### config.mk
export PLATFORM = sky130hd
export DESIGN_NAME = motor_ctrl
export DESIGN_NICKNAME = d
export VERILOG_FILES = /design/src/motor_ctrl_pkg.sv /design/src/motor_ctrl.sv
export SDC_FILE = /design/constraint.sdc
export NUM_CORES = 1
export LEC_CHECK = 0
export BUFFER_PORTS_ARGS = -buffer_cell sky130_fd_sc_hd__buf_4
export CAP_MARGIN = 20
export CORE_MARGIN = 2
export CORE_UTILIZATION = 64
export CTS_CLUSTER_SIZE = 30
export DETAILED_ROUTE_END_ITERATION = 8
export GPL_TIMING_DRIVEN = 0
export PLACE_DENSITY = 0.85
export SETUP_SLACK_MARGIN = 0.05
export SLEW_MARGIN = 20
export SYNTH_ARGS = -nofsm -noshare
export SYNTH_HDL_FRONTEND = slang
export SYNTH_SLANG_ARGS = --single-unit
### constraint.sdc
create_clock -name pclk -period 4.4 [get_ports pclk]
set_input_delay 0.88 -clock pclk [delete_from_list [all_inputs] [get_ports pclk]]
set_output_delay 0.88 -clock pclk [all_outputs]
set_load 0.05 [all_outputs]
### src/motor_ctrl_pkg.sv
// shared constants for the pulse motor mode and command controller
package motor_ctrl_pkg;
  localparam int NUM_CH = 4;

  // register byte offsets
  localparam logic [11:0] OFS_CTRL    = 12'h000;
  localparam logic [11:0] OFS_STATUS  = 12'h004;
  localparam logic [11:0] OFS_RXCHAR  = 12'h008;
  localparam logic [11:0] OFS_CMD     = 12'h00C;
  localparam logic [11:0] OFS_NOTICE  = 12'h010;
  localparam logic [11:0] OFS_SPEEDS  = 12'h014;
  localparam logic [11:0] OFS_JOGCNT  = 12'h018;
  localparam logic [11:0] OFS_STOPCFG = 12'h01C;
  localparam int CH_OFS_BASE = 'h020;

  // control register fields
  localparam int CTRL_HOST_BIT  = 0;
  localparam int CTRL_HBOX_BIT  = 1;
  localparam int CTRL_HPDIR_BIT = 2;
  localparam int CTRL_MODE_LSB  = 4;

  // command register fields
  localparam int CMD_OP_LSB  = 0;
  localparam int CMD_CH_LSB  = 4;
  localparam int CMD_ACC_BIT = 8;
  localparam int CMD_DIR_BIT = 9;

  localparam logic [7:0] CHAR_CR = 8'h0D;
  localparam logic [7:0] CHAR_LF = 8'h0A;
  localparam logic [7:0] SPEED_CODE_MAX = 8'hFE;

  localparam int CLK_HZ          = 100_000_000;
  localparam int JOG_HOLD_MS     = 500;
  localparam int JOG_HOLD_CYCLES = CLK_HZ / 1000 * JOG_HOLD_MS;
  localparam int GPIB_WAIT_US    = 1000;
  localparam int GPIB_WAIT_CYCLES = CLK_HZ / 1_000_000 * GPIB_WAIT_US;

  typedef enum logic [1:0] {
    offset_move_mode,
    target_position_mode,
    home_search_mode,
    continuous_mode
  } drive_mode_e;

  typedef enum logic [3:0] {
    op_none,
    panel_control_cmd,
    host_control_cmd,
    arm_stop_notice_cmd,
    clear_stop_notice_cmd,
    query_stop_notice_cmd,
    read_status_cmd,
    move_cmd,
    stop_cmd
  } cmd_op_e;
endpackage

### src/motor_ctrl.sv
// pulse motor mode, command and stop notice controller
//
// Contract
// RULE1: host_mode bit selects panel or host mode; toggle button or command switches it.
// RULE2: speed button picks high, middle or low speed preset in panel mode.
// RULE3: host move without ramp flag runs at constant rate.
// RULE4: abrupt stop mode on stop source ends pulses immediately, no ramp.
// RULE5: panel controls act only on enabled channels; code's stop button ends output on every channel, enabled or not.
// RULE6: offset move start drives all enabled channels with their counts.
// RULE7: target mode start sets direction from sign of target minus position.
// RULE8: home search runs in configured direction until home switch.
// RULE9: limit switch or stop button ends pulse output; code honours the stop button in panel mode only.
// RULE10: continuous mode drives only while jog lever pushed after start.
// RULE11: jog emits count; held past 0.5 s or done, runs till release.
// RULE12: jog lever works in all four panel drive modes.
// RULE13: hold-off released while driving, restored after stop.
// RULE14: hand-box controls all channels when always, else enabled only; code decodes only hbox_ch[1], so it reaches channels 0 and 2 alone.
// RULE15: read-out commands answered in both modes.
// RULE16: malformed or unexecutable commands are discarded without reply.
// RULE17: characters gather until CR then LF; commands run in order.
// RULE18: talker handshake held until reply ready, at most 1 ms.
// RULE19: serial framing fixed at 8 data, 1 stop, no parity, no flow control.
// RULE20: mode-switch commands accepted only when all channels stopped.
// RULE21: armed channel stop raises service request and notice bit; read clears.
// RULE22: arm clears on request raise; clear disarms; query replies 1 or 0.
// RULE23: speed presets are 8-bit codes 0 to 254.
`timescale 1ns/1ps
module motor_ctrl
  import motor_ctrl_pkg::*;
#(
  parameter int JOG_HOLD = JOG_HOLD_CYCLES,
  parameter int GPIB_WAIT = GPIB_WAIT_CYCLES
) (
  input  wire logic               pclk,
  input  wire logic               presetn,
  input  wire logic               psel,
  input  wire logic               penable,
  input  wire logic               pwrite,
  input  wire logic [11:0]        paddr,
  input  wire logic [31:0]        pwdata,
  output logic                    pready,
  output logic [31:0]             prdata,
  output logic                    pslverr,
  input  wire logic               host_toggle_btn,
  input  wire logic               start_btn,
  input  wire logic               stop_btn,
  input  wire logic               speed_btn,
  input  wire logic [NUM_CH-1:0]  enable_btn,
  input  wire logic               jog_cw,
  input  wire logic               jog_ccw,
  input  wire logic               hbox_jog_cw,
  input  wire logic               hbox_jog_ccw,
  input  wire logic [1:0]         hbox_ch,
  input  wire logic [NUM_CH-1:0]  limit_sw,
  input  wire logic [NUM_CH-1:0]  home_sw,
  input  wire logic [NUM_CH-1:0]  pulse_done,
  input  wire logic [NUM_CH-1:0]  hold_off_cfg,
  output logic                    host_mode,
  output logic [1:0]              speed_sel,
  output logic [NUM_CH-1:0]       ch_enable,
  output logic [NUM_CH-1:0]       drive,
  output logic [NUM_CH-1:0]       drive_dir,
  output logic [NUM_CH-1:0]       ramp_en,
  output logic [NUM_CH-1:0]       hold_off,
  output logic                    srq,
  output logic                    talker_hold
);
  localparam int SYNC_W = 9 + 3 * NUM_CH + 5;

  initial begin
    if (NUM_CH != 4) $error("four channels only");
    if (JOG_HOLD < 1 || GPIB_WAIT < 1) $error("counts must be positive");
  end

  // three-stage sync of panel inputs; first stage read only by second
  logic [SYNC_W-1:0] pin_raw;
  logic [SYNC_W-1:0] s1_r, s2_r, s3_r, pin_r;
  assign pin_raw = {host_toggle_btn, start_btn, stop_btn, speed_btn, jog_cw, jog_ccw,
                    hbox_jog_cw, hbox_jog_ccw, hbox_ch[1], enable_btn, limit_sw, home_sw,
                    1'b0, 1'b0, 1'b0, 1'b0, 1'b0};
  always_ff @(posedge pclk or negedge presetn) begin
    if (!presetn) begin
      s1_r <= '0;
      s2_r <= '0;
      s3_r <= '0;
      pin_r <= '0;
    end else begin
      s1_r <= pin_raw;
      s2_r <= s1_r;
      s3_r <= s2_r;
      for (int i = 0; i < SYNC_W; i++) begin
        if (s2_r[i] == s3_r[i]) pin_r[i] <= s3_r[i];
      end
    end
  end
  logic [SYNC_W-1:0] pin_d_r;
  always_ff @(posedge pclk or negedge presetn) begin
    if (!presetn) pin_d_r <= '0;
    else pin_d_r <= pin_r;
  end
  logic [SYNC_W-1:0] rise;
  assign rise = pin_r & ~pin_d_r;
  logic toggle_p, start_p, stop_lv, speed_p, jcw, jccw, hcw, hccw;
  logic [NUM_CH-1:0] en_p, lim, home;
  assign toggle_p = rise[SYNC_W-1];
  assign start_p  = rise[SYNC_W-2];
  assign stop_lv  = pin_r[SYNC_W-3];
  assign speed_p  = rise[SYNC_W-4];
  assign jcw      = pin_r[SYNC_W-5];
  assign jccw     = pin_r[SYNC_W-6];
  assign hcw      = pin_r[SYNC_W-7];
  assign hccw     = pin_r[SYNC_W-8];
  assign en_p     = rise[5+2*NUM_CH +: NUM_CH];
  assign lim      = pin_r[5+NUM_CH +: NUM_CH];
  assign home     = pin_r[5 +: NUM_CH];

  // registers
  logic              hbox_always_r, hp_dir_r;
  drive_mode_e       mode_r;
  logic [7:0]        spd_h_r, spd_m_r, spd_l_r;
  logic [15:0]       jog_count_r;
  logic [NUM_CH-1:0] abrupt_r;
  logic [15:0]       ch_param_r [NUM_CH];
  logic [NUM_CH-1:0] arm_r, notice_r;
  logic [7:0]        cmd_buf_r;
  logic              cr_seen_r, cmd_ready_r;
  logic [31:0]       reply_r;
  logic              reply_valid_r;

  logic wr_acc, rd_acc;
  assign wr_acc = psel && penable && pwrite;
  assign rd_acc = psel && penable && !pwrite;

  // decoded host command
  cmd_op_e op;
  logic [1:0] cmd_ch;
  logic all_stopped;
  assign op = cmd_op_e'(pwdata[CMD_OP_LSB +: 4]);
  assign cmd_ch = pwdata[CMD_CH_LSB +: 2];
  assign all_stopped = (drive == '0);
  logic cmd_wr;
  // RULE17: command acted on only once framed and in arrival order
  assign cmd_wr = wr_acc && (paddr == OFS_CMD) && cmd_ready_r;

  // RULE19: 8-bit characters
  // RULE17: CR then LF completes the frame; other chars are partial
  always_ff @(posedge pclk or negedge presetn) begin
    if (!presetn) begin
      cmd_buf_r <= '0;
      cr_seen_r <= 1'b0;
      cmd_ready_r <= 1'b0;
    end else if (wr_acc && paddr == OFS_RXCHAR) begin
      cmd_buf_r <= pwdata[7:0];
      cr_seen_r <= (pwdata[7:0] == CHAR_CR);
      if (cr_seen_r && pwdata[7:0] == CHAR_LF) cmd_ready_r <= 1'b1;
    end else if (wr_acc && paddr == OFS_CMD) begin
      cmd_ready_r <= 1'b0;
    end
  end

  // RULE1: panel toggle or host command switches mode
  always_ff @(posedge pclk or negedge presetn) begin
    if (!presetn) host_mode <= 1'b0;
    // RULE20: mode commands need every channel stopped
    else if (cmd_wr && all_stopped && op == panel_control_cmd) host_mode <= 1'b0;
    else if (cmd_wr && all_stopped && op == host_control_cmd) host_mode <= 1'b1;
    else if (toggle_p) host_mode <= ~host_mode;
  end

  // RULE2: speed button cycles high, middle, low
  always_ff @(posedge pclk or negedge presetn) begin
    if (!presetn) speed_sel <= 2'd0;
    else if (speed_p && !host_mode) speed_sel <= (speed_sel == 2'd2) ? 2'd0 : speed_sel + 2'd1;
  end

  // RULE5: enable buttons toggle per-channel enable in panel mode
  always_ff @(posedge pclk or negedge presetn) begin
    if (!presetn) ch_enable <= '0;
    else if (!host_mode) ch_enable <= ch_enable ^ en_p;
  end

  // configuration registers
  always_ff @(posedge pclk or negedge presetn) begin
    if (!presetn) begin
      hbox_always_r <= 1'b0;
      hp_dir_r <= 1'b0;
      mode_r <= offset_move_mode;
      spd_h_r <= '0;
      spd_m_r <= '0;
      spd_l_r <= '0;
      jog_count_r <= '0;
      abrupt_r <= '0;
      for (int i = 0; i < NUM_CH; i++) ch_param_r[i] <= '0;
    end else if (wr_acc) begin
      case (paddr)
        OFS_CTRL: begin
          hbox_always_r <= pwdata[CTRL_HBOX_BIT];
          hp_dir_r <= pwdata[CTRL_HPDIR_BIT];
          mode_r <= drive_mode_e'(pwdata[CTRL_MODE_LSB +: 2]);
        end
        OFS_SPEEDS: begin
          // RULE23: codes above 254 are refused
          if (pwdata[23:16] <= SPEED_CODE_MAX) spd_h_r <= pwdata[23:16];
          if (pwdata[15:8] <= SPEED_CODE_MAX) spd_m_r <= pwdata[15:8];
          if (pwdata[7:0] <= SPEED_CODE_MAX) spd_l_r <= pwdata[7:0];
        end
        OFS_JOGCNT: jog_count_r <= pwdata[15:0];
        OFS_STOPCFG: abrupt_r <= pwdata[NUM_CH-1:0];
        default: begin
          for (int i = 0; i < NUM_CH; i++) begin
            if (paddr == 12'(CH_OFS_BASE + 4 * i)) ch_param_r[i] <= pwdata[15:0];
          end
        end
      endcase
    end
  end

  // jog source: front lever or hand-box
  logic [NUM_CH-1:0] hbox_sel;
  logic jog_any;
  assign hbox_sel = NUM_CH'(1) << {pin_r[5+3*NUM_CH], 1'b0};
  assign jog_any = jcw | jccw | hcw | hccw;

  logic [NUM_CH-1:0] drive_nxt;
  logic [31:0] jog_timer_r;
  logic [15:0] jog_left_r;
  logic scan_armed_r;

  genvar g;
  generate
    for (g = 0; g < NUM_CH; g++) begin : g_ch
      logic panel_ok, hbox_ok, jog_here, start_here, stop_here;
      logic jog_run_r;
      assign panel_ok = !host_mode && ch_enable[g];
      // RULE14: hand-box reach depends on its setting
      assign hbox_ok = !host_mode && hbox_sel[g] && (hbox_always_r || ch_enable[g]);
      // RULE12: jog honoured in every drive mode
      assign jog_here = (panel_ok && (jcw || jccw)) || (hbox_ok && (hcw || hccw));
      assign start_here = panel_ok && start_p && mode_r != continuous_mode;
      // RULE9: limit, stop button in panel mode, pulse_done or home switch in home search mode ends output
      assign stop_here = lim[g] || (stop_lv && !host_mode) || pulse_done[g] ||
                         (mode_r == home_search_mode && home[g]);
      always_ff @(posedge pclk or negedge presetn) begin
        if (!presetn) begin
          drive[g] <= 1'b0;
          drive_dir[g] <= 1'b0;
          ramp_en[g] <= 1'b0;
          hold_off[g] <= 1'b0;
          jog_run_r <= 1'b0;
        end else begin
          if (stop_here && drive[g]) begin
            drive[g] <= 1'b0;
          end else if (start_here) begin
            // RULE6: offset move starts every enabled channel together
            drive[g] <= 1'b1;
            ramp_en[g] <= 1'b1;
            jog_run_r <= 1'b0;
            // RULE7: direction from sign of target minus position
            if (mode_r == target_position_mode) drive_dir[g] <= ch_param_r[g][15];
            // RULE8: home search uses configured direction
            else if (mode_r == home_search_mode) drive_dir[g] <= hp_dir_r;
            else drive_dir[g] <= ch_param_r[g][15];
          end else if (jog_here && !drive[g] &&
                       (mode_r != continuous_mode || scan_armed_r)) begin
            // RULE10: continuous mode waits for lever after start
            drive[g] <= 1'b1;
            ramp_en[g] <= 1'b1;
            drive_dir[g] <= jccw || hccw;
            jog_run_r <= 1'b1;
          end else if (cmd_wr && op == move_cmd && cmd_ch == 2'(g) && host_mode) begin
            drive[g] <= 1'b1;
            // RULE3: no ramp flag means constant rate
            ramp_en[g] <= pwdata[CMD_ACC_BIT];
            drive_dir[g] <= pwdata[CMD_DIR_BIT];
            jog_run_r <= 1'b0;
          end else if (cmd_wr && op == stop_cmd && cmd_ch == 2'(g)) begin
            drive[g] <= 1'b0;
            // RULE11: lever release ends a lever run
          end else if (drive[g] && !jog_here && jog_left_r == '0 && jog_run_r) begin
            drive[g] <= 1'b0;
          end
          // RULE4: abrupt stop drops the ramp
          if (stop_here && abrupt_r[g]) ramp_en[g] <= 1'b0;
          // RULE13: hold-off released only while driving
          hold_off[g] <= hold_off_cfg[g] && !drive[g];
        end
      end
    end
  endgenerate
  assign drive_nxt = drive;

  // RULE11: jog count then continue while held past 0.5 s
  always_ff @(posedge pclk or negedge presetn) begin
    if (!presetn) begin
      jog_timer_r <= '0;
      jog_left_r <= '0;
      scan_armed_r <= 1'b0;
    end else begin
      if (start_p && !host_mode && mode_r == continuous_mode) scan_armed_r <= 1'b1;
      else if (stop_lv || mode_r != continuous_mode) scan_armed_r <= 1'b0;
      if (!jog_any) begin
        jog_timer_r <= '0;
        jog_left_r <= '0;
      end else if (jog_timer_r == '0) begin
        jog_timer_r <= 32'd1;
        jog_left_r <= jog_count_r;
      end else if (jog_timer_r < 32'(JOG_HOLD)) begin
        jog_timer_r <= jog_timer_r + 32'd1;
        if (jog_left_r != '0) jog_left_r <= jog_left_r - 16'd1;
      end
    end
  end

  // RULE21: armed channel stop sets notice and service request
  logic [NUM_CH-1:0] stop_ev, drive_d_r;
  logic notice_rd;
  always_ff @(posedge pclk or negedge presetn) begin
    if (!presetn) drive_d_r <= '0;
    else drive_d_r <= drive_nxt;
  end
  assign stop_ev = drive_d_r & ~drive;
  assign notice_rd = rd_acc && paddr == OFS_NOTICE;
  always_ff @(posedge pclk or negedge presetn) begin
    if (!presetn) begin
      arm_r <= '0;
      notice_r <= '0;
      srq <= 1'b0;
    end else begin
      for (int i = 0; i < NUM_CH; i++) begin
        // RULE22: arm self-clears once request raised, beating a same-cycle arm command; notice set beats read clear
        if (stop_ev[i] && arm_r[i]) begin
          notice_r[i] <= 1'b1;
          arm_r[i] <= 1'b0;
        end else begin
          if (notice_rd) notice_r[i] <= 1'b0;
          if (cmd_wr && cmd_ch == 2'(i) && op == arm_stop_notice_cmd) arm_r[i] <= 1'b1;
          if (cmd_wr && cmd_ch == 2'(i) && op == clear_stop_notice_cmd) arm_r[i] <= 1'b0;
        end
      end
      srq <= |(stop_ev & arm_r) || (|notice_r && !notice_rd);
    end
  end

  // RULE15: read-out replies prepared in either mode
  // RULE16: unknown or refused commands leave no reply
  always_ff @(posedge pclk or negedge presetn) begin
    if (!presetn) begin
      reply_r <= '0;
      reply_valid_r <= 1'b0;
    end else if (cmd_wr && op == query_stop_notice_cmd) begin
      reply_r <= {31'd0, arm_r[cmd_ch]};
      reply_valid_r <= 1'b1;
    end else if (cmd_wr && op == read_status_cmd) begin
      reply_r <= {23'd0, host_mode, drive, ch_enable};
      reply_valid_r <= 1'b1;
    end else if (rd_acc && paddr == OFS_STATUS) begin
      reply_valid_r <= 1'b0;
    end
  end

  // RULE18: talker held until reply ready, bounded by timeout
  logic [31:0] wait_r;
  always_ff @(posedge pclk or negedge presetn) begin
    if (!presetn) begin
      talker_hold <= 1'b0;
      wait_r <= '0;
    end else if (cmd_wr && (op == query_stop_notice_cmd || op == read_status_cmd)) begin
      talker_hold <= 1'b1;
      wait_r <= '0;
    end else if (talker_hold) begin
      wait_r <= wait_r + 32'd1;
      if (reply_valid_r || wait_r >= 32'(GPIB_WAIT - 1)) talker_hold <= 1'b0;
    end
  end

  // APB slave: zero wait, unmapped read returns zero with error
  logic mapped;
  assign mapped = (paddr <= OFS_STOPCFG) || (paddr >= 12'(CH_OFS_BASE) &&
                  paddr < 12'(CH_OFS_BASE + 4 * NUM_CH) && paddr[1:0] == 2'b00);
  always_ff @(posedge pclk or negedge presetn) begin
    if (!presetn) begin
      pready <= 1'b0;
      pslverr <= 1'b0;
    end else begin
      pready <= 1'b1;
      // error judged in setup so it stands through the access cycle
      pslverr <= psel && !penable && !mapped;
    end
  end
  always_ff @(posedge pclk or negedge presetn) begin
    if (!presetn) prdata <= '0;
    else if (psel && !penable && !pwrite) begin
      case (paddr)
        OFS_CTRL: prdata <= {26'd0, mode_r, 1'b0, hp_dir_r, hbox_always_r, host_mode};
        OFS_STATUS: prdata <= reply_r;
        OFS_RXCHAR: prdata <= {22'd0, cmd_ready_r, cr_seen_r, cmd_buf_r};
        OFS_NOTICE: prdata <= {24'd0, arm_r, notice_r};
        OFS_SPEEDS: prdata <= {6'd0, speed_sel, spd_h_r, spd_m_r, spd_l_r};
        OFS_JOGCNT: prdata <= {16'd0, jog_count_r};
        OFS_STOPCFG: prdata <= {16'd0, hold_off, drive_dir, drive, abrupt_r};
        default: begin
          prdata <= '0;
          for (int i = 0; i < NUM_CH; i++) begin
            if (paddr == 12'(CH_OFS_BASE + 4 * i)) prdata <= {16'd0, ch_param_r[i]};
          end
        end
      endcase
    end
  end
endmodule

# Yosys cells after proc, flatten, opt, wreduce, memory -nomap -nowiden
# Index checks and enable logic that the tools add are counted.
[totals]
regBits = 416
inputBits = 79
output_inout_bits = 59
wordCells = 512
[op_classes]
n_addsub = 4
n_lt_le_gt_ge = 9
eq_ne = 57
shift = 1
n_mux = 126
n_bitwise = 15
reduce_logical = 217
[ops]
columns = ["operator", "count"]
rows = [
  ["2-to-1 mux 32 bit", 10],
  ["one-hot mux 32 bit (7 select lines)", 1],
  ["logical AND 1 bit", 119],
  ["2-to-1 mux 1 bit", 108],
  ["2-to-1 mux 16 bit", 5],
  ["adder 32 x 1 -> 32 bit, second input constant", 2],
  ["== test 12 x 5 -> 1 bit, second input constant", 4],
  ["== test 12 x 6 -> 1 bit, second input constant", 4],
  ["greater-or-equal comparator 32 x 17 -> 1 bit, second input constant", 1],
  ["logical NOT 32 bit", 1],
  ["less-than comparator 32 x 26 -> 1 bit, second input constant", 1],
  ["nonzero test 3 bit", 10],
  ["logical OR 1 bit", 29],
  ["AND 26 bit", 1],
  ["inverter 26 bit", 1],
  ["AND reduction 2 bit", 13],
  ["== test 12 x 4 -> 1 bit, second input constant", 2],
  ["<= comparator 8 bit, second input constant", 3],
  ["nonzero test 6 bit", 4],
  ["== test 1 bit", 21],
  ["AND reduction 3 bit", 7],
  ["== test 4 x 3 -> 1 bit, second input constant", 4],
  ["== test 8 x 4 -> 1 bit, second input constant", 2],
  ["logical NOT 16 bit", 1],
  ["31 further kinds", 75],
]

# Longest topological paths before layout
# Gate-level depths: netlist of run 1.
[depth]
depth_word = 15
depth_mapped = 9
mapped_depth_nobuf = 8

# Least setup slack after synthesis of run 1
# OpenSTA, ideal clock, no wires.
[synth_path]
kind = "input port to flip-flop"
startpoint = "input port paddr[9]"
endpoint = "register spd_h_r[1]"
setup_ps = 125
t_arrival_ps = 2856
required_time_ps = 4275
slack_ps = 1419
cell_stages = 8
path_buffers = 2
cell_sequence = "or4_1 buf_2 or2_1 clkbuf_1 nor3_2 nand2_1 nor2_4 mux2_2"
[synth_between]
elab_chain_cells = 2
[synth_lines]
columns = ["item", "line", "source"]
rows = [
  ["start: declaration", "motor_ctrl.sv:39", "input wire logic [11:0] paddr,"],
  ["== test 12 x 5 -> 1 bit", "motor_ctrl.sv:195", "case (paddr)"],
  ["AND reduction 3 bit (no line)", "--", ""],
  ["end signal: assignment", "motor_ctrl.sv:203", "if (pwdata[23:16] <= SPEED_CODE_MAX) spd_h_r <= pwdata[23:16];"],
  ["end: declaration", "motor_ctrl.sv:120", "logic [7:0] spd_h_r, spd_m_r, spd_l_r;"],
]
# Every way passes these cells.
# A chain may end at the register's enable or synchronous reset.

# Worst setup path in the final report of run 1
[layout_path]
startpoint = "input port paddr[9]"
endpoint = "register ch_param_r[42] (netlist bit)"
[layout_between]
elab_chain_cells = 4
word_cells_on_any_way = 8
classes_between = "eq/ne (4); bitwise (1); reduce/logical (3)"
[layout_lines]
columns = ["item", "line", "source"]
rows = [
  ["== test 12 x 5 -> 1 bit / logical NOT 12 bit (equally long branches)", "motor_ctrl.sv:195", ""],
  ["OR reduction 4 bit (no line)", "--", ""],
  ["inverter 1 bit (no line)", "--", ""],
  ["AND reduction 3 bit (no line) (*)", "--", ""],
  ["end signal: indexed assignment", "motor_ctrl.sv:211", "if (paddr == 12'(CH_OFS_BASE + 4 * i)) ch_param_r[i] <= pwdata[15:0];"],
  ["end: declaration", "motor_ctrl.sv:123", "logic [15:0] ch_param_r [NUM_CH];"],
]
# Every way passes the cells marked *; elsewhere a longest branch is shown, timed or not.

==> flow_summary.json, run 1 <==
{
  "holdCritPathClass": "in2async",
  "cp_cell_sequence": "buf_4 > or4_1 > buf_2 > nor2_4 > nand3_1 > nor2_1 > buf_2 > mux2_2",
  "worst_clock_skew_ns": 0.0162,
  "io-pin-count": 138,
  "synthFlopType": "dfrtp_1",
  "r2r_setup_slack_ns": 1.62,
  "critPathSlowestCell": "nor2_1",
  "fin_cells": 1922,
  "first_global_vias": 12700,
  "synth_area_per_cell_um2": 11.8,
  "ir_drop_v": 0.000368,
  "die_area_mm2": 0.0271,
  "cts_setup_buffers": 0,
  "hold_viol_final": 0,
  "place.gp.congestion": 0.978,
  "cts.sinks": 373,
  "crit_path_start_kind": "input pin",
  "port_buffers": 116,
  "die_w_um": 165,
  "path_max_fanout": 10,
  "ctsHoldBuffers": 0,
  "synthCells": 1400,
  "wl_per_cell_um": 22.4,
  "finalNetCount": 1651,
  "fmaxAchievable_ghz": 0.310,
  "cts_tree": "done",
  "drcViolationCount": 0,
  "clockBufferDepth": 3,
  "crit_path_end_kind": "register",
  "max_stage_delay_ns": 0.66,
  "synth_edf_count": 0,
  "cp_common_cell": "buf_2",
  "routed_wl_um": 43100,
  "synth-seq-cells": 373,
  "cp.required_ns": 4.81,
  "numCtsBuffers": 39,
  "timing.rr.start": "jog_timer_r[24]$_DFFE_PN0P_",
  "core-area_mm2": 0.0253,
  "setup_viol": 0,
  "cts_resized": 0,
  "tightest_slew_ns": 1.02,
  "drt-pass1-iter-count": 6,
  "dp_cells": 1855,
  "finalCritPeriodShare_pct": 73.4,
  "final_area_mm2": 0.0192,
  "power.leakage_nw": 8.52,
  "finalPower_mw": 9.11,
  "place_area_mm2": 0.0179,
  "grt_pass1_wl_um": 68100,
  "placementRows": 58,
  "ys_types": 80,
  "htreeDepth": 2,
  "power_density_mw_per_mm2": 476,
  "status": "completed",
  "num_vias": 12400,
  "final_antenna_net_count": 0,
  "slew_viol_final": 0,
  "cts.clk_slew.worst_paths_ns": 0.06,
  "syn_area_mm2": 0.0165,
  "antenna_found_initial": 0,
  "period_needed_ns": 3.23,
  "async_flop_share_pct": 100,
  "vias_per_cell": 6.46,
  "antenna_cells": 0,
  "yosysSeqAreaShare_pct": 56.6,
  "yosysWarnings": 0,
  "drive_gt1_share_pct": 23.0,
  "worstPathArrival_ns": 3.64,
  "dpl.hpwl_um": 30200,
  "grt_usage_pct": 32.8,
  "die_y_um": 165,
  "path_class": "in2reg",
  "drv_cap": 0,
  "utilization_pct": 75.9,
  "drtIter0Drc": 1356,
  "start_util_pct": 65.3,
  "grt_max_degree": 104,
  "grt-ovfl-total": 0,
  "worstSetupStartpoint": "paddr[9]",
  "slew_headroom_pct": 31.7,
  "area_growth_pct": 16.2,
  "grt_setup_unrepaired": "false",
  "root_buffer": "clkbuf_16",
  "clock_latency_ns": 0.53
}
## per-layer routing
metal	track usage [%]	part of all wire, %	vias up	wire (um)
li1	-	-	5422	-
met5	0	0	-	0
met2	52.6	47	683	20400
met4	15.1	5.1	0	2220
met3	6.08	8.8	170	3810
met1	44.1	39	6147	16700
## state kept, by name, summed over array words and instances (netlist names), 7 cells and up
| name | count |
|---|---|
| ch_param_r | 64 |
| spd_m_r | 8 |
| jog_timer_r | 32 |
| pin_d_r | 7 |
| reply_r | 9 |
| jog_count_r | 16 |
| jog_left_r | 16 |
| pin_r | 21 |
| spd_h_r | 8 |
| spd_l_r | 8 |
| cmd_buf_r | 8 |
| wait_r | 32 |
| s2_r | 21 |
| s1_r | 21 |
| prdata | 26 |
| s3_r | 21 |
## layout by cell type (no fill, tap or decap), drive strengths merged, types with 9 or more instances in the layout
master  instances
and3           19
nand4          24
nor3           38
clkbuf         95
dfrtp         373
buf           150
nor4           36
maj3           21
nand2b         12
o21ai          45
nor2          108
or4            13
xnor2          40
nand3          47
mux2          119
mux4           20
a221oi          9
or3            13
inv            14
nand2         130
and4            9
nor2b          12
a21oi          51
xor2           23
a22o           17
## metrics by stage
step / TNS [ns] / hold slack, ns / setup WS [ns]
after global placement: -354.50 / 0.331 / -0.992
after detailed placement: 0 / 0.335 / 0.689
after CTS: 0 / 0.282 / 1.22
final: 0 / 0.265 / 1.17
after global routing: 0 / 0.295 / 1.02
after floorplan: 0 / 0.331 / 1.42
## path summary, 6_finish.rpt
| path | end | cells after the start |
|---|---|---|
| setup reg to reg | jog_timer_r[12]$_DFFE_PN0P_ | 8 |
| min in group pclk | s2_r[21]$_DFF_PN0_ | 0 |
| setup / recovery | ch_param_r[42]$_DFFE_PN0P_ | 8 |
| hold reg to reg | s2_r[21]$_DFF_PN0_ | 0 |
| max in group asynchronous | speed_sel[1]$_DFFE_PN0P_ | 3 |
| hold / removal | pin_r[11]$_DFFE_PN0N_ | 1 |
## logic make-up after synthesis
group	count (synthesis)	share of synthesized area (%)
AOI/OAI and AO/OA	201	8.46
xor gates and xnor gates	63	3.34
other	2	0.0455
and+or+nand+nor	504	16.3
adders and majority gates	26	1.65
DFF	373	56.6
buffers and inverters	85	2.28
muxes	146	11.3
## power breakdown
part / leakage, nW / total [mW] / internal, mW / switching, mW
clock: 0.607 / 3.23 / 1.90 / 1.33
combinational: 3.21 / 1.85 / 0.636 / 1.22
sequential: 4.70 / 4.03 / 3.71 / 0.319
total: 8.52 / 9.11 / 6.25 / 2.87
## cells in the mapped netlist, drive strengths merged (19+ instances only)
| cell type | instances | area (um^2) |
|---|---|---|
| o21ai | 45 | 225 |
| buf | 30 | 170 |
| xnor2 | 40 | 350 |
| nand2 | 130 | 488 |
| and3 | 19 | 119 |
| mux2 | 119 | 1340 |
| clkbuf | 42 | 158 |
| nand3 | 47 | 240 |
| a21oi | 51 | 255 |
| xor2 | 23 | 201 |
| nor4 | 36 | 268 |
| nand4 | 24 | 150 |
| maj3 | 21 | 210 |
| nor3 | 38 | 241 |
| mux4 | 20 | 450 |
| nor2 | 108 | 438 |
| dfrtp | 373 | 9330 |
## layout make-up
type / instances / area (um^2)
flip-flops and latches: 373 / 9330
clock buffers: 52 / 1080
fillers: 1649 / 6090
inverters: 13 / 48.8
well taps: 330 / 413
repair buffers: 121 / 993
plain buffers: 72 / 328
multi-input cells: 947 / 6800
clock inverters: 14 / 156
## worst max-delay path: cells and delay by family
family	cells	cell delay (ns)
mux	1	0.39
buf+inv	3	0.73
simple gates	4	1.64
Note: power is estimated with default switching activity, not from simulation.
==> inputs of run 2 (changes only) <==
--- a/config.mk
+++ b/config.mk
@@ -8,11 +8,11 @@
 export BUFFER_PORTS_ARGS = -buffer_cell sky130_fd_sc_hd__buf_4
 export CAP_MARGIN = 20
 export CORE_MARGIN = 2
-export CORE_UTILIZATION = 64
+export CORE_UTILIZATION = 60
 export CTS_CLUSTER_SIZE = 30
 export DETAILED_ROUTE_END_ITERATION = 8
 export GPL_TIMING_DRIVEN = 0
-export PLACE_DENSITY = 0.85
+export PLACE_DENSITY = 0.8
 export SETUP_SLACK_MARGIN = 0.05
 export SLEW_MARGIN = 20
 export SYNTH_ARGS = -nofsm -noshare
==> constraint.sdc (replaced) <==
create_clock -name pclk -period 3.2 [get_ports pclk]
set_input_delay 0.64 -clock pclk [delete_from_list [all_inputs] [get_ports pclk]]
set_output_delay 0.64 -clock pclk [all_outputs]
set_load 0.05 [all_outputs]
==> run 2 against run 1 <==
Against the previous run:
- count of clock-buffer cells in the layout up 1
- cell count rose by 0.62%
- clock power is 49% higher
- sequential power is 37% higher
- combinational power up 37%
- critical path depth unchanged
- first-iteration DRC count is 3.6% lower
- highest routed layer unchanged
==> flow_summary.json, run 2 (synthesis gave the netlist of run 1 again) <==
{
  "numCtsBuffers": 39,
  "holdCritPathClass": "in2async",
  "grt_max_degree": 97,
  "period_needed_ns": 2.94,
  "area_growth_pct": 17.1,
  "grt-ovfl-total": 0,
  "top_register": "ch_param_r",
  "drive_gt1_share_pct": 23.2,
  "grt_usage_pct": 30.5,
  "root_buffer": "clkbuf_16",
  "path_max_fanout": 10,
  "drcViolationCount": 0,
  "status": "completed",
  "antenna_found_initial": 0,
  "grt_pass1_wl_um": 68200,
  "die_area_mm2": 0.0288,
  "routed_wl_um": 42400,
  "hold_viol_final": 0,
  "tightest_slew_ns": 0.893,
  "drtIter0Drc": 1307,
  "cp.required_ns": 3.61,
  "cts_setup_buffers": 0,
  "cts.clk_slew.worst_paths_ns": 0.06,
  "finalNetCount": 1650,
  "clock_latency_ns": 0.54,
  "power.leakage_nw": 8.58,
  "path_class": "in2reg",
  "whs_ns": 0.0622,
  "cts_resized": 0,
  "io-pin-count": 138,
  "clockBufferDepth": 3,
  "worstSetupStartpoint": "paddr[9]",
  "first_global_vias": 12300,
  "place_area_mm2": 0.0179,
  "start_util_pct": 61.2,
  "die_w_um": 170,
  "timing.rr.start": "jog_timer_r[24]$_DFFE_PN0P_",
  "worstPathArrival_ns": 3.34,
  "cts_tree": "done",
  "ctsHoldBuffers": 0,
  "reg.largest.list": "ch_param_r: 64 flops, jog_timer_r: 32 flops, wait_r: 32 flops",
  "finalSetupTns_ns": 0,
  "fin_cells": 1934,
  "setup_viol": 0,
  "dpl.hpwl_um": 29800,
  "drv_cap": 0,
  "crit_path_start_kind": "input pin",
  "wl_per_cell_um": 21.9,
  "final_cell_mix": "dfrtp_1 (373), nand2_1 (130), buf_4 (126)",
  "grt_setup_unrepaired": "false",
  "core-area_mm2": 0.0270,
  "crit_path_end_kind": "register",
  "finalCritPeriodShare_pct": 91.8,
  "finalPower_mw": 12.9,
  "final_area_mm2": 0.0193,
  "final_common_cell": "dfrtp_1",
  "place.gp.congestion": 0.942,
  "num_vias": 12200,
  "drt-pass1-iter-count": 7,
  "port_buffers": 116,
  "cts.sinks": 373,
  "slew_headroom_pct": 39.9,
  "power_density_mw_per_mm2": 668,
  "vias_per_cell": 6.32,
  "die_y_um": 170,
  "slew_viol_final": 0,
  "largest_reg_flops": 64,
  "final_antenna_net_count": 0,
  "placementRows": 60,
  "fmaxAchievable_ghz": 0.341,
  "htreeDepth": 2,
  "antenna_cells": 0,
  "ir_drop_v": 0.000502,
  "dp_cells": 1866,
  "worst_clock_skew_ns": 0.0212
}
==> run 2: final cells by class <==
cell class | count | area [um^2]
Sequential cell | 373 | 9330
Fill cell | 1894 | 7640
Multi-Input combinational cell | 947 | 6820
Clock buffer | 53 | 1120
Timing Repair Buffer | 120 | 988
Tap cell | 341 | 427
Buffer | 72 | 328
Clock inverter | 15 | 246
Inverter | 13 | 48.8
==> run 2: metal layers <==
metal	share of wire (%)	GRT usage, %	up-vias
met3	8.2	4.88	158
met5	0	0	-
met2	46	47.8	573
met4	4.9	12.9	0
met1	41	43.0	6063
li1	-	-	5428
==> run 2: path summary, 6_finish.rpt <==
check	cells after the start	slack (ns)	endpoint
max in group asynchronous	3	2.00	s1_r[10]$_DFF_PN0_
worst max-delay path	8	0.26	ch_param_r[62]$_DFFE_PN0P_
min in group pclk	1	0.20	s1_r[9]$_DFF_PN0_
worst min-delay path	1	0.06	wait_r[4]$_DFFE_PN0P_
worst max register to register	8	0.43	jog_timer_r[20]$_DFFE_PN0P_
worst min register to register	0	0.35	s2_r[22]$_DFF_PN0_
==> run 2: power breakdown <==
group	total, mW	internal, mW	switching [mW]
logic	2.53	0.873	1.66
clock network	4.81	2.94	1.87
registers	5.54	5.10	0.447
==> run 2: worst max-delay path, cell delays in order <==
cell and delay (ns):
buf_4 0.10, or4_1 0.54, buf_2 0.21, nor2_4 0.24
nand3_1 0.17, nor3_2 0.66, buf_2 0.41, mux2_2 0.38
==> run 2: metrics by stage <==
stage | util (%) | setup WS, ns
4_1_cts | 71.6 | 0.301
5_1_grt | 71.6 | 0.0703
2_1_floorplan | - | 0.459
3_5_place_dp | 66.5 | -0.220
6_report | 71.6 | 0.263
3_3_place_gp | 66.1 | -1.99
